File: src/verilog/sia_pkg.sv
// Constants for the switch input configuration and readout block.
// Assumes a 100 MHz reference clock and a 24-bit serial command frame.
//
// Operation
// - Metallic inputs get high wetting current only for 20 ms after closing.
// - Wetting timer disabled keeps high current while the contact stays closed.
// - Contact-type command selects high or low current level per input.
// - Analog-select codes 1 to 22 pick one of the 22 inputs; any other code picks none.
// - New analog selection takes effect at chip-select rising edge only.
// - Analog-selected input reports zero in following status frames.
// - Analog input bias is high impedance, low pull-up or high pull-up.
// - After reset every input is tri-stated and the device runs normally.
// - Switch-to-battery programmable input, not tri-stated, sinks current.
// - Switch-to-ground programmable input, not tri-stated, sources current.
// - Ground-sense input source follows its tri-state setting.
// - Ground-sense input pin low reports one, even while tri-stated.
// - Masked inputs raise no interrupt on state change.
// - Configuration commands are accepted over the serial link.
// - Over-temperature forces low current level and raises an interrupt.
// - Interrupt stays asserted until a completed serial read acknowledges it.
package sia_pkg;

   localparam int          NUM_IN      = 22;
   localparam int          NUM_SG      = 14;
   localparam int          NUM_SP      = 8;
   localparam int          FRAME_BITS  = 24;

   // Wetting window in milliseconds and the clock rate in kilohertz.
   localparam int unsigned WET_MS      = 20;
   localparam int unsigned CLK_KHZ     = 100000;

   // Command codes in frame bits 23:16.
   localparam logic [7:0]  CMD_STATUS  = 8'h00;
   localparam logic [7:0]  CMD_DIR     = 8'h01;
   localparam logic [7:0]  CMD_WAKE    = 8'h03;
   localparam logic [7:0]  CMD_METAL   = 8'h04;
   localparam logic [7:0]  CMD_ANALOG  = 8'h05;
   localparam logic [7:0]  CMD_WETTMR  = 8'h06;
   localparam logic [7:0]  CMD_TRI     = 8'h07;

   // Field positions.
   localparam int          CMD_MSB     = 23;
   localparam int          CMD_LSB     = 16;
   localparam int          SO_THERM    = 23;
   localparam int          SO_INT      = 22;
   localparam int          AN_BIAS_LSB = 5;

   // Analog bias options.
   localparam logic [1:0]  BIAS_HIZ    = 2'h0;
   localparam logic [1:0]  BIAS_LOW    = 2'h1;
   localparam logic [1:0]  BIAS_HIGH   = 2'h2;

   // Values after reset.
   localparam logic [21:0] RST_TRI     = 22'h3fffff;
   localparam logic [21:0] RST_METAL   = 22'h3fffff;
   localparam logic [21:0] RST_WETTMR  = 22'h3fffff;
   localparam logic [21:0] RST_WAKE    = 22'h3fffff;
   localparam logic [7:0]  RST_DIR     = 8'h00;
   localparam logic [4:0]  RST_ANALOG_SELECT_OUTPUT    = 5'h00;
   localparam logic [1:0]  RST_BIAS    = 2'h0;

endpackage

File: src/verilog/sia_top.sv
// Switch input configuration, current drive, analog select and readout.
// Assumes serial pins are already synchronous to REF_CLK and that
// comparator inputs are high when the pin is above the threshold.
`timescale 1ns/1ns
`default_nettype none
module sia_top #(
   parameter int unsigned WET_CYCLES = sia_pkg::WET_MS * sia_pkg::CLK_KHZ
) (
   input  wire logic        REF_CLK,
   input  wire logic        RST_N,
   input  wire logic        CS_N,
   input  wire logic        SCLK,
   input  wire logic        SI,
   output logic             SO,
   output logic             SO_OE,
   input  wire logic [13:0] GND_SENSE_ABOVE,
   input  wire logic [7:0]  PROG_ABOVE,
   input  wire logic        OVER_TEMP,
   output logic             INT_N,
   output logic [21:0]      SOURCE_ON,
   output logic [21:0]      SINK_ON,
   output logic [21:0]      HIGH_LEVEL,
   output logic [4:0]       ANALOG_SELECT_OUTPUT,
   output logic             ANALOG_EN
);

   ////////////////////////////////////////////////////////////////////////
   // Analog code decode, used for readout masking and for bias.

   function automatic logic [21:0] an_onehot(input logic [4:0] code);
      logic [21:0] v;
      v = 22'h000000;
      for (int i = 0; i < sia_pkg::NUM_IN; i++) begin
         if (code == 5'(i + 1)) begin
            v[i] = 1'b1;
         end
      end
      return v;
   endfunction

   ////////////////////////////////////////////////////////////////////////
   // Serial frame handling.

   logic        cs_prev_reg;
   logic        sclk_prev_reg;
   logic [23:0] rx_reg;
   logic [23:0] tx_reg;
   logic [4:0]  bit_cnt_reg;
   logic        so_oe_reg;
   logic        cs_fall;
   logic        cs_rise;
   logic        sclk_rise;
   logic        sclk_fall;
   logic        frame_ok;

   assign cs_fall   = cs_prev_reg & ~CS_N;
   assign cs_rise   = ~cs_prev_reg & CS_N;
   assign sclk_rise = ~sclk_prev_reg & SCLK & ~CS_N;
   assign sclk_fall = sclk_prev_reg & ~SCLK & ~CS_N;
   assign frame_ok  = cs_rise && (bit_cnt_reg == 5'(sia_pkg::FRAME_BITS));

   logic [21:0] tri_reg;
   logic [21:0] metal_reg;
   logic [21:0] wettmr_reg;
   logic [21:0] wake_reg;
   logic [7:0]  dir_reg;
   logic [4:0]  analog_select_output_reg;
   logic [1:0]  bias_reg;
   logic        therm_reg;
   logic        pend_reg;
   logic [21:0] status_now;
   logic [21:0] status_prev_reg;
   logic [21:0] an_sel;

   assign an_sel = an_onehot(analog_select_output_reg);

   always_ff @(posedge REF_CLK or negedge RST_N) begin
      if (!RST_N) begin
         cs_prev_reg   <= 1'b1;
         sclk_prev_reg <= 1'b0;
         so_oe_reg     <= 1'b0;
      end else begin
         cs_prev_reg   <= CS_N;
         sclk_prev_reg <= SCLK;
         so_oe_reg     <= ~CS_N;
      end
   end

   // The counter saturates so an over-long frame never wraps back to 24.
   always_ff @(posedge REF_CLK or negedge RST_N) begin
      if (!RST_N) begin
         rx_reg      <= 24'h000000;
         bit_cnt_reg <= 5'h00;
      end else if (cs_fall) begin
         bit_cnt_reg <= 5'h00;
      end else if (sclk_rise) begin
         rx_reg <= {rx_reg[22:0], SI};
         if (bit_cnt_reg != 5'h1f) begin
            bit_cnt_reg <= bit_cnt_reg + 5'h01;
         end
      end
   end

   // Status is snapshotted at frame start so the word stays stable.
   always_ff @(posedge REF_CLK or negedge RST_N) begin
      if (!RST_N) begin
         tx_reg <= 24'h000000;
      end else if (cs_fall) begin
         tx_reg <= {therm_reg, pend_reg, status_now & ~an_sel};
      end else if (sclk_fall) begin
         tx_reg <= {tx_reg[22:0], 1'b0};
      end
   end

   ////////////////////////////////////////////////////////////////////////
   // Configuration, applied only when a full frame ends.
   // Command bits 21:16 overlap the data field, so the host must allow for it.

   always_ff @(posedge REF_CLK or negedge RST_N) begin
      if (!RST_N) begin
         tri_reg    <= sia_pkg::RST_TRI;
         metal_reg  <= sia_pkg::RST_METAL;
         wettmr_reg <= sia_pkg::RST_WETTMR;
         wake_reg   <= sia_pkg::RST_WAKE;
         dir_reg    <= sia_pkg::RST_DIR;
         analog_select_output_reg   <= sia_pkg::RST_ANALOG_SELECT_OUTPUT;
         bias_reg   <= sia_pkg::RST_BIAS;
      end else if (frame_ok) begin
         unique case (rx_reg[sia_pkg::CMD_MSB:sia_pkg::CMD_LSB])
            sia_pkg::CMD_DIR: begin
               dir_reg <= rx_reg[21:14];
            end
            sia_pkg::CMD_WAKE: begin
               wake_reg <= rx_reg[21:0];
            end
            sia_pkg::CMD_METAL: begin
               metal_reg <= rx_reg[21:0];
            end
            sia_pkg::CMD_ANALOG: begin
               analog_select_output_reg <= rx_reg[4:0];
               bias_reg <= rx_reg[sia_pkg::AN_BIAS_LSB +: 2];
            end
            sia_pkg::CMD_WETTMR: begin
               wettmr_reg <= rx_reg[21:0];
            end
            sia_pkg::CMD_TRI: begin
               tri_reg <= rx_reg[21:0];
            end
            default: begin
            end
         endcase
      end
   end

   ////////////////////////////////////////////////////////////////////////
   // Switch state sensing.

   // Ground-sense comparators run regardless of tri-state.
   assign status_now[13:0]  = ~GND_SENSE_ABOVE;
   // Programmable status follows the drive direction of each input.
   assign status_now[21:14] = dir_reg ^ ~PROG_ABOVE;

   logic [21:0] changed;
   logic        therm_prev_reg;
   logic        late_reg;
   logic        event_now;

   assign changed   = (status_now ^ status_prev_reg) & wake_reg;
   assign event_now = (|changed) | (OVER_TEMP & ~therm_prev_reg);

   always_ff @(posedge REF_CLK or negedge RST_N) begin
      if (!RST_N) begin
         status_prev_reg <= 22'h000000;
         therm_prev_reg  <= 1'b0;
      end else begin
         status_prev_reg <= status_now;
         therm_prev_reg  <= OVER_TEMP;
      end
   end

   // A change while the frame is open survives its acknowledge.
   always_ff @(posedge REF_CLK or negedge RST_N) begin
      if (!RST_N) begin
         late_reg <= 1'b0;
      end else if (cs_fall) begin
         late_reg <= event_now;
      end else if (!CS_N && event_now) begin
         late_reg <= 1'b1;
      end
   end

   // Set wins over the acknowledge so no event is lost at a frame end.
   always_ff @(posedge REF_CLK or negedge RST_N) begin
      if (!RST_N) begin
         pend_reg <= 1'b0;
      end else if (event_now) begin
         pend_reg <= 1'b1;
      end else if (frame_ok) begin
         pend_reg <= late_reg;
      end
   end

   // The thermal flag needs a frame end after cooling before it clears.
   always_ff @(posedge REF_CLK or negedge RST_N) begin
      if (!RST_N) begin
         therm_reg <= 1'b0;
      end else if (OVER_TEMP) begin
         therm_reg <= 1'b1;
      end else if (cs_rise) begin
         therm_reg <= 1'b0;
      end
   end

   ////////////////////////////////////////////////////////////////////////
   // Wetting timers, one per input.

   logic [21:0] wet_active;

   for (genvar g = 0; g < sia_pkg::NUM_IN; g++) begin : g_wet
      logic [21:0] cnt_reg;
      always_ff @(posedge REF_CLK or negedge RST_N) begin
         if (!RST_N) begin
            cnt_reg <= 22'h000000;
         end else if (!status_now[g]) begin
            cnt_reg <= 22'h000000;
         end else if (!status_prev_reg[g]) begin
            cnt_reg <= 22'(WET_CYCLES - 1);
         end else if (cnt_reg != 22'h000000) begin
            cnt_reg <= cnt_reg - 22'h000001;
         end
      end
      // The closing cycle counts as wetting, so no low-level gap appears.
      assign wet_active[g] = status_now[g] &&
                             (!wettmr_reg[g] || !status_prev_reg[g] ||
                              cnt_reg != 22'h000000);
   end

   ////////////////////////////////////////////////////////////////////////
   // Current source drive outputs.

   logic [21:0] source_next;
   logic [21:0] sink_next;
   logic [21:0] high_next;
   logic [21:0] prog_mask;

   assign prog_mask = {{sia_pkg::NUM_SP{1'b1}}, {sia_pkg::NUM_SG{1'b0}}};

   always_comb begin
      logic [21:0] batt;
      batt        = {dir_reg, 14'h0000} & prog_mask;
      sink_next   = ~tri_reg & batt;
      source_next = ~tri_reg & ~batt;
      high_next   = metal_reg & wet_active;
      for (int i = 0; i < sia_pkg::NUM_IN; i++) begin
         if (an_sel[i]) begin
            sink_next[i]   = 1'b0;
            source_next[i] = (bias_reg != sia_pkg::BIAS_HIZ);
            high_next[i]   = (bias_reg == sia_pkg::BIAS_HIGH);
         end
      end
      if (OVER_TEMP) begin
         high_next = 22'h000000;
      end
   end

   logic [21:0] source_reg;
   logic [21:0] sink_reg;
   logic [21:0] high_reg;
   logic        int_n_reg;
   logic [4:0]  analog_select_output_out_reg;
   logic        an_en_reg;

   always_ff @(posedge REF_CLK or negedge RST_N) begin
      if (!RST_N) begin
         source_reg   <= 22'h000000;
         sink_reg     <= 22'h000000;
         high_reg     <= 22'h000000;
         int_n_reg    <= 1'b1;
         analog_select_output_out_reg <= sia_pkg::RST_ANALOG_SELECT_OUTPUT;
         an_en_reg    <= 1'b0;
      end else begin
         source_reg   <= source_next;
         sink_reg     <= sink_next;
         // Level means nothing on an undriven input, so it is masked.
         high_reg     <= high_next & (source_next | sink_next);
         int_n_reg    <= ~pend_reg;
         analog_select_output_out_reg <= (|an_sel) ? analog_select_output_reg : 5'h00;
         an_en_reg    <= |an_sel;
      end
   end

   // Tx shift bit 23 is a flip-flop, so SO needs no extra stage.
   assign SO                   = tx_reg[23];
   assign SO_OE                = so_oe_reg;
   assign INT_N                = int_n_reg;
   assign SOURCE_ON            = source_reg;
   assign SINK_ON              = sink_reg;
   assign HIGH_LEVEL           = high_reg;
   assign ANALOG_SELECT_OUTPUT = analog_select_output_out_reg;
   assign ANALOG_EN            = an_en_reg;

endmodule // sia_top
`default_nettype wire

File: config.mk
export PLATFORM = sky130hd
export DESIGN_NAME = sia_top
export DESIGN_NICKNAME = d
export VERILOG_FILES = /design/src/verilog/sia_pkg.sv /design/src/verilog/sia_top.sv
export SDC_FILE = /design/constraint.sdc
export NUM_CORES = 1
export LEC_CHECK = 0
export BUFFER_PORTS_ARGS = -buffer_cell sky130_fd_sc_hd__buf_2
export CAP_MARGIN = 20
export CORE_MARGIN = 5
export CORE_UTILIZATION = 45
export DETAILED_ROUTE_END_ITERATION = 6
export PLACE_DENSITY = 0.65
export RECOVER_POWER = 50
export SYNTH_ARGS = -nofsm -noshare
export SYNTH_HDL_FRONTEND = slang
export SYNTH_SLANG_ARGS = --single-unit
File: constraint.sdc
create_clock -name REF_CLK -period 3.55 [get_ports REF_CLK]
set_input_delay 0.355 -clock REF_CLK [delete_from_list [all_inputs] [get_ports REF_CLK]]
set_output_delay 0.355 -clock REF_CLK [all_outputs]
set_load 0.01 [all_outputs]
==> report_table.html <==
<table>
<tr><th>Metric</th><th>Value</th></tr>
<tr><th colspan="2">Power</th></tr>
<tr><td>Switching power</td><td>4.82 mW</td></tr>
<tr><td>Power density over cell area</td><td>502 mW/mm²</td></tr>
<tr><td>Clk network pwr share</td><td>44.2%</td></tr>
<tr><td>Fraction of power consumed by sequential logic</td><td>46.9%</td></tr>
<tr><td>Cell-internal power</td><td>14.6 mW</td></tr>
<tr><td>Part of the power in combinational logic</td><td>8.9%</td></tr>
<tr><td>Static leakage</td><td>16.3 nW</td></tr>
<tr><td>Switching fraction of total power</td><td>24.8%</td></tr>
<tr><td>Worst supply voltage drop on vdd</td><td>0.364 mV</td></tr>
<tr><th colspan="2">Clock tree</th></tr>
<tr><td>Clock-pin slew on the worst setup and hold paths</td><td>approximately 60 ps</td></tr>
<tr><td>Worst skew pair latency</td><td>620 ps</td></tr>
<tr><td>Number of clock buffers inserted by TritonCTS</td><td>78</td></tr>
<tr><td>CTS root buf</td><td>sky130_fd_sc_hd__clkbuf_16</td></tr>
<tr><td>Buffer levels on the longest clock path</td><td>3</td></tr>
<tr><td>Clock sink count</td><td>728</td></tr>
<tr><td>TritonCTS clock tree</td><td>built</td></tr>
<tr><td>Deepest level of the CTS H-tree</td><td>3</td></tr>
<tr><th colspan="2">Yosys</th></tr>
<tr><td>Synth Area in Adders</td><td>under 10%</td></tr>
<tr><td>Count of unique library cells instantiated by Yosys</td><td>68</td></tr>
<tr><td>Synth Register Bits</td><td>728</td></tr>
<tr><td>Proportion of netlist area held by the largest area contributor</td><td>46.5%</td></tr>
<tr><td>Post-synth top area cell</td><td>sky130_fd_sc_hd__dfrtp_1</td></tr>
<tr><td>Area of the mapped netlist</td><td>between 0.03 and 0.04 mm²</td></tr>
<tr><td>Top post-synthesis cells by area</td><td>sky130_fd_sc_hd__dfrtp_1 46%, sky130_fd_sc_hd__dfstp_2 6.9%, sky130_fd_sc_hd__xnor2_1 5.9%</td></tr>
<tr><td>Async S/R FF share, synth</td><td>100%</td></tr>
<tr><td>Combinational family with the most area after synthesis</td><td>simple AND/OR/NAND/NOR gates</td></tr>
<tr><td>Synthesis warning total</td><td>0</td></tr>
<tr><td>Instance count of the mapped netlist</td><td>3,317</td></tr>
<tr><td>Number of synthesized flops with an enable pin</td><td>0</td></tr>
<tr><td>Post-Synth XOR/XNOR Area</td><td>8.80%</td></tr>
<tr><td>Complex-gate fraction of the synthesized area</td><td>under 10%</td></tr>
<tr><td>Post-synthesis mux area share</td><td>4.48%</td></tr>
<tr><td>Post-synthesis sequential area ratio</td><td>a little over half</td></tr>
<tr><td>Most common flop cell mapped by yosys</td><td>sky130_fd_sc_hd__dfrtp_1</td></tr>
<tr><td>Average size of a mapped cell</td><td>10.4 µm²</td></tr>
<tr><td>Basic-gate share of the synthesized area counting and, or, nand and nor cells</td><td>20.5%</td></tr>
<tr><th colspan="2">Floorplan</th></tr>
<tr><td>Width of the die</td><td>286 µm</td></tr>
<tr><td>Area inside the core boundary</td><td>0.0758 mm²</td></tr>
<tr><td>FP Rows</td><td>between 100 and 150</td></tr>
<tr><td>DIE HEIGHT</td><td>286 µm</td></tr>
<tr><td>Overall die area</td><td>0.0819 mm²</td></tr>
<tr><td>Starting density of the core</td><td>45.3%</td></tr>
<tr><td>Count of pins on the block boundary</td><td>between 100 and 150</td></tr>
<tr><th colspan="2">Finish</th></tr>
<tr><td>Number of nets in the final layout</td><td>3,495</td></tr>
<tr><td>Synthesis-to-layout area growth</td><td>12.8%</td></tr>
<tr><td>Commonest non-fill, non-tap cell in the layout</td><td>sky130_fd_sc_hd__dfrtp_1</td></tr>
<tr><td>Fraction of final layout cells with drive strength greater than 1</td><td>14.8%</td></tr>
<tr><td>Leading cell types in the layout, fill and taps excluded</td><td>638 x sky130_fd_sc_hd__dfrtp_1, 351 x sky130_fd_sc_hd__nor2_1, 262 x sky130_fd_sc_hd__a21oi_1</td></tr>
<tr><td>Flip-flop count of the largest register after layout</td><td>484</td></tr>
<tr><td>Filler instances</td><td>6,728</td></tr>
<tr><td>Utilization of the core after routing</td><td>51.1%</td></tr>
<tr><td>Multi-input gate area</td><td>0.0152 mm²</td></tr>
<tr><td>Sequential standard cell area</td><td>0.0183 mm²</td></tr>
<tr><th colspan="2">GRT</th></tr>
<tr><td>Via count of the first global-routing pass</td><td>around 24,000</td></tr>
<tr><td>First-pass GRT wire length</td><td>128 mm</td></tr>
<tr><td>Global-route usage over all layers</td><td>approximately a fifth</td></tr>
<tr><td>Initial antenna violation count</td><td>2</td></tr>
<tr><td>Sum of overflow across all layers after global routing</td><td>0</td></tr>
<tr><td>Maximum number of pins on one net before global-route repair</td><td>92</td></tr>
<tr><th colspan="2">Routing</th></tr>
<tr><td>Average wire length per cell after detail routing</td><td>roughly 17 µm</td></tr>
<tr><td>Post-Route WL</td><td>77.2 mm</td></tr>
<tr><td>DRC Markers</td><td>1</td></tr>
<tr><td>Detailed Routing Iterations Pass 1</td><td>7</td></tr>
<tr><td>Via total after detailed routing</td><td>roughly 25,000</td></tr>
<tr><td>Via density per instance</td><td>between 5 and 6</td></tr>
<tr><td>Count of routing violations after the opening detailed-route iteration</td><td>about 1,600</td></tr>
<tr><td>Antenna viol nets, final</td><td>0</td></tr>
<tr><th colspan="2">Timing</th></tr>
<tr><td>Post-layout minimum cycle time</td><td>2830 ps</td></tr>
<tr><td>Period utilisation layout</td><td>79.6%</td></tr>
<tr><td>Count of endpoints failing hold in the final timing report</td><td>0</td></tr>
<tr><td>Final max-slew violation count</td><td>65</td></tr>
<tr><td>Max-slew headroom</td><td>-52.0%</td></tr>
<tr><td>Setup skew after layout</td><td>23.1 ps</td></tr>
<tr><td>Final setup violation count</td><td>0</td></tr>
<tr><td>Unrepaired setup endpoints after global routing</td><td>no</td></tr>
<tr><td>Slew at the pin with the worst max-slew slack</td><td>2280 ps</td></tr>
<tr><td>Timing-limited maximum frequency</td><td>~350 MHz</td></tr>
<tr><td>Sum Neg Setup Slack</td><td>0 ps</td></tr>
<tr><th colspan="2">Worst setup path</th></tr>
<tr><td>CP max FO</td><td>11</td></tr>
<tr><td>Category of the most critical setup path</td><td>register to register</td></tr>
<tr><td>CP Data Arrival Time</td><td>between 3000 and 4000 ps</td></tr>
<tr><td>Required time at the worst-slack endpoint</td><td>4000 ps</td></tr>
<tr><td>CP Capture Type</td><td>register</td></tr>
<tr><td>Critical path launch point type</td><td>register</td></tr>
<tr><th colspan="2">Outcome</th></tr>
<tr><td>Result of the run</td><td>finished with violations</td></tr>
<tr><td>Violations in the final reports</td><td>DRC, capacitance limit, slew limit</td></tr>
<tr><th colspan="2">Min path</th></tr>
<tr><td>Class of the tightest hold or removal check</td><td>input pin to register</td></tr>
<tr><th colspan="2">Flow run</th></tr>
<tr><td>Maxcap violations</td><td>1</td></tr>
<tr><th colspan="2">Placement</th></tr>
<tr><td>Total half-perimeter wirelength after legalization and detailed placement</td><td>around 53 mm</td></tr>
<tr><td>GPL Wtd Cong</td><td>0.813</td></tr>
<tr><td>Quantity of I/O buffers inserted on ports</td><td>just under 90</td></tr>
</table>
-- cells by family (layout without fill, tap and decap cells) --
group	Yosys count	count (layout)
XOR/XNOR	345	345
AO/OA/AOI/OAI	511	511
AND/OR/NAND/NOR	1336	1336
adder cells (fa/ha/maj)	47	47
multiplexers	141	141
other	1	16
flip-flops	728	728
buffers and inverters	208	363
-- per-stage QoR --
stage / instances / hold WS (ps) / area [µm²] / setup WS [ps] / power, mW
floorplan: 3330 / 59.4 / 34400 / 943 / 10.4
global route: 4463 / 91.0 / 38700 / 241 / 20.3
finish: 4465 / 102 / 38700 / 723 / 19.5
detailed placement: 4314 / 407 / 36000 / 741 / 11.0
CTS: 4463 / 3.14 / 38800 / 742 / 19.7
global placement: 4314 / 396 / 36000 / 829 / 11.0
-- per-layer routing --
metal	up-vias	global-route usage, %	share of wire [%]
met3	98	3.53	4.3
met4	2	4.06	2.0
li1	12000	-	-
met2	420	29.2	45
met5	-	0	0.017
met1	12200	27.6	48
-- cell type report --
type | count | share of cell area [%]
multi-input cells | 2394 | 39.3
clock buffers | 111 | 5.91
flip-flops and latches | 728 | 47.3
clock inverters | 34 | 1.15
diodes | 2 | 0.0129
inverters | 70 | 0.678
well taps | 978 | 3.16
repair buffers | 148 | 2.43
-- power groups by stage --
| stage | sequential, mW | combinational (mW) | clock [mW] |
|---|---|---|---|
| CTS | 9.11 | 1.77 | 8.81 |
| global placement | 9.25 | 1.73 | 0 |
| detailed placement | 9.25 | 1.75 | 0 |
| floorplan | 9.11 | 1.26 | 0 |
| global route | 9.18 | 1.98 | 9.15 |
| finish | 9.12 | 1.73 | 8.60 |
-- final timing paths --
kind / start / depth (start not counted) / to / slack, ps
max: g_wet[20].cnt_reg[0] / 7 / g_wet[20].cnt_reg[6] / 720
min: GND_SENSE_ABOVE[0] / 2 / status_prev_reg[0] / 100
max reg2reg: g_wet[20].cnt_reg[0] / 7 / g_wet[20].cnt_reg[6] / 720
min reg2reg: pend_reg / 1 / INT_N / 450
max in group asynchronous: RST_N / 3 / g_wet[19].cnt_reg[8] / 750
min in group asynchronous: RST_N / 2 / g_wet[18].cnt_reg[1] / 960
-- Yosys cell counts, types with 47 or more instances --
master                     instances
sky130_fd_sc_hd__dfrtp_1         638
sky130_fd_sc_hd__nor2_1          354
sky130_fd_sc_hd__a21oi_1         262
sky130_fd_sc_hd__xnor2_1         233
sky130_fd_sc_hd__nand2_1         208
sky130_fd_sc_hd__nor3_1          138
sky130_fd_sc_hd__xor2_1          112
sky130_fd_sc_hd__nor4_1          106
sky130_fd_sc_hd__clkbuf_1        104
sky130_fd_sc_hd__mux2_2          102
sky130_fd_sc_hd__dfstp_2          90
sky130_fd_sc_hd__o21ai_0          82
sky130_fd_sc_hd__nand3_1          79
sky130_fd_sc_hd__or3_1            79
sky130_fd_sc_hd__or4_1            79
sky130_fd_sc_hd__inv_1            70
sky130_fd_sc_hd__ha_1             47
-- what timing repair did --
item,in CTS,in global routing
setup buffers,0,0
hold endpoints to repair,45,0
gates resized for setup,0,0
hold buffers,4,0
-- worst max-delay path, stage by stage (launching register included) --
cell and delay (ps):
sky130_fd_sc_hd__dfrtp_1 400, sky130_fd_sc_hd__inv_1 90, sky130_fd_sc_hd__ha_1 200, sky130_fd_sc_hd__or4b_2 690, sky130_fd_sc_hd__nor4_4 490, sky130_fd_sc_hd__nand4b_1 290
sky130_fd_sc_hd__nand2_1 420, sky130_fd_sc_hd__a31oi_1 80
Note: power is estimated with default switching activity, not from simulation.
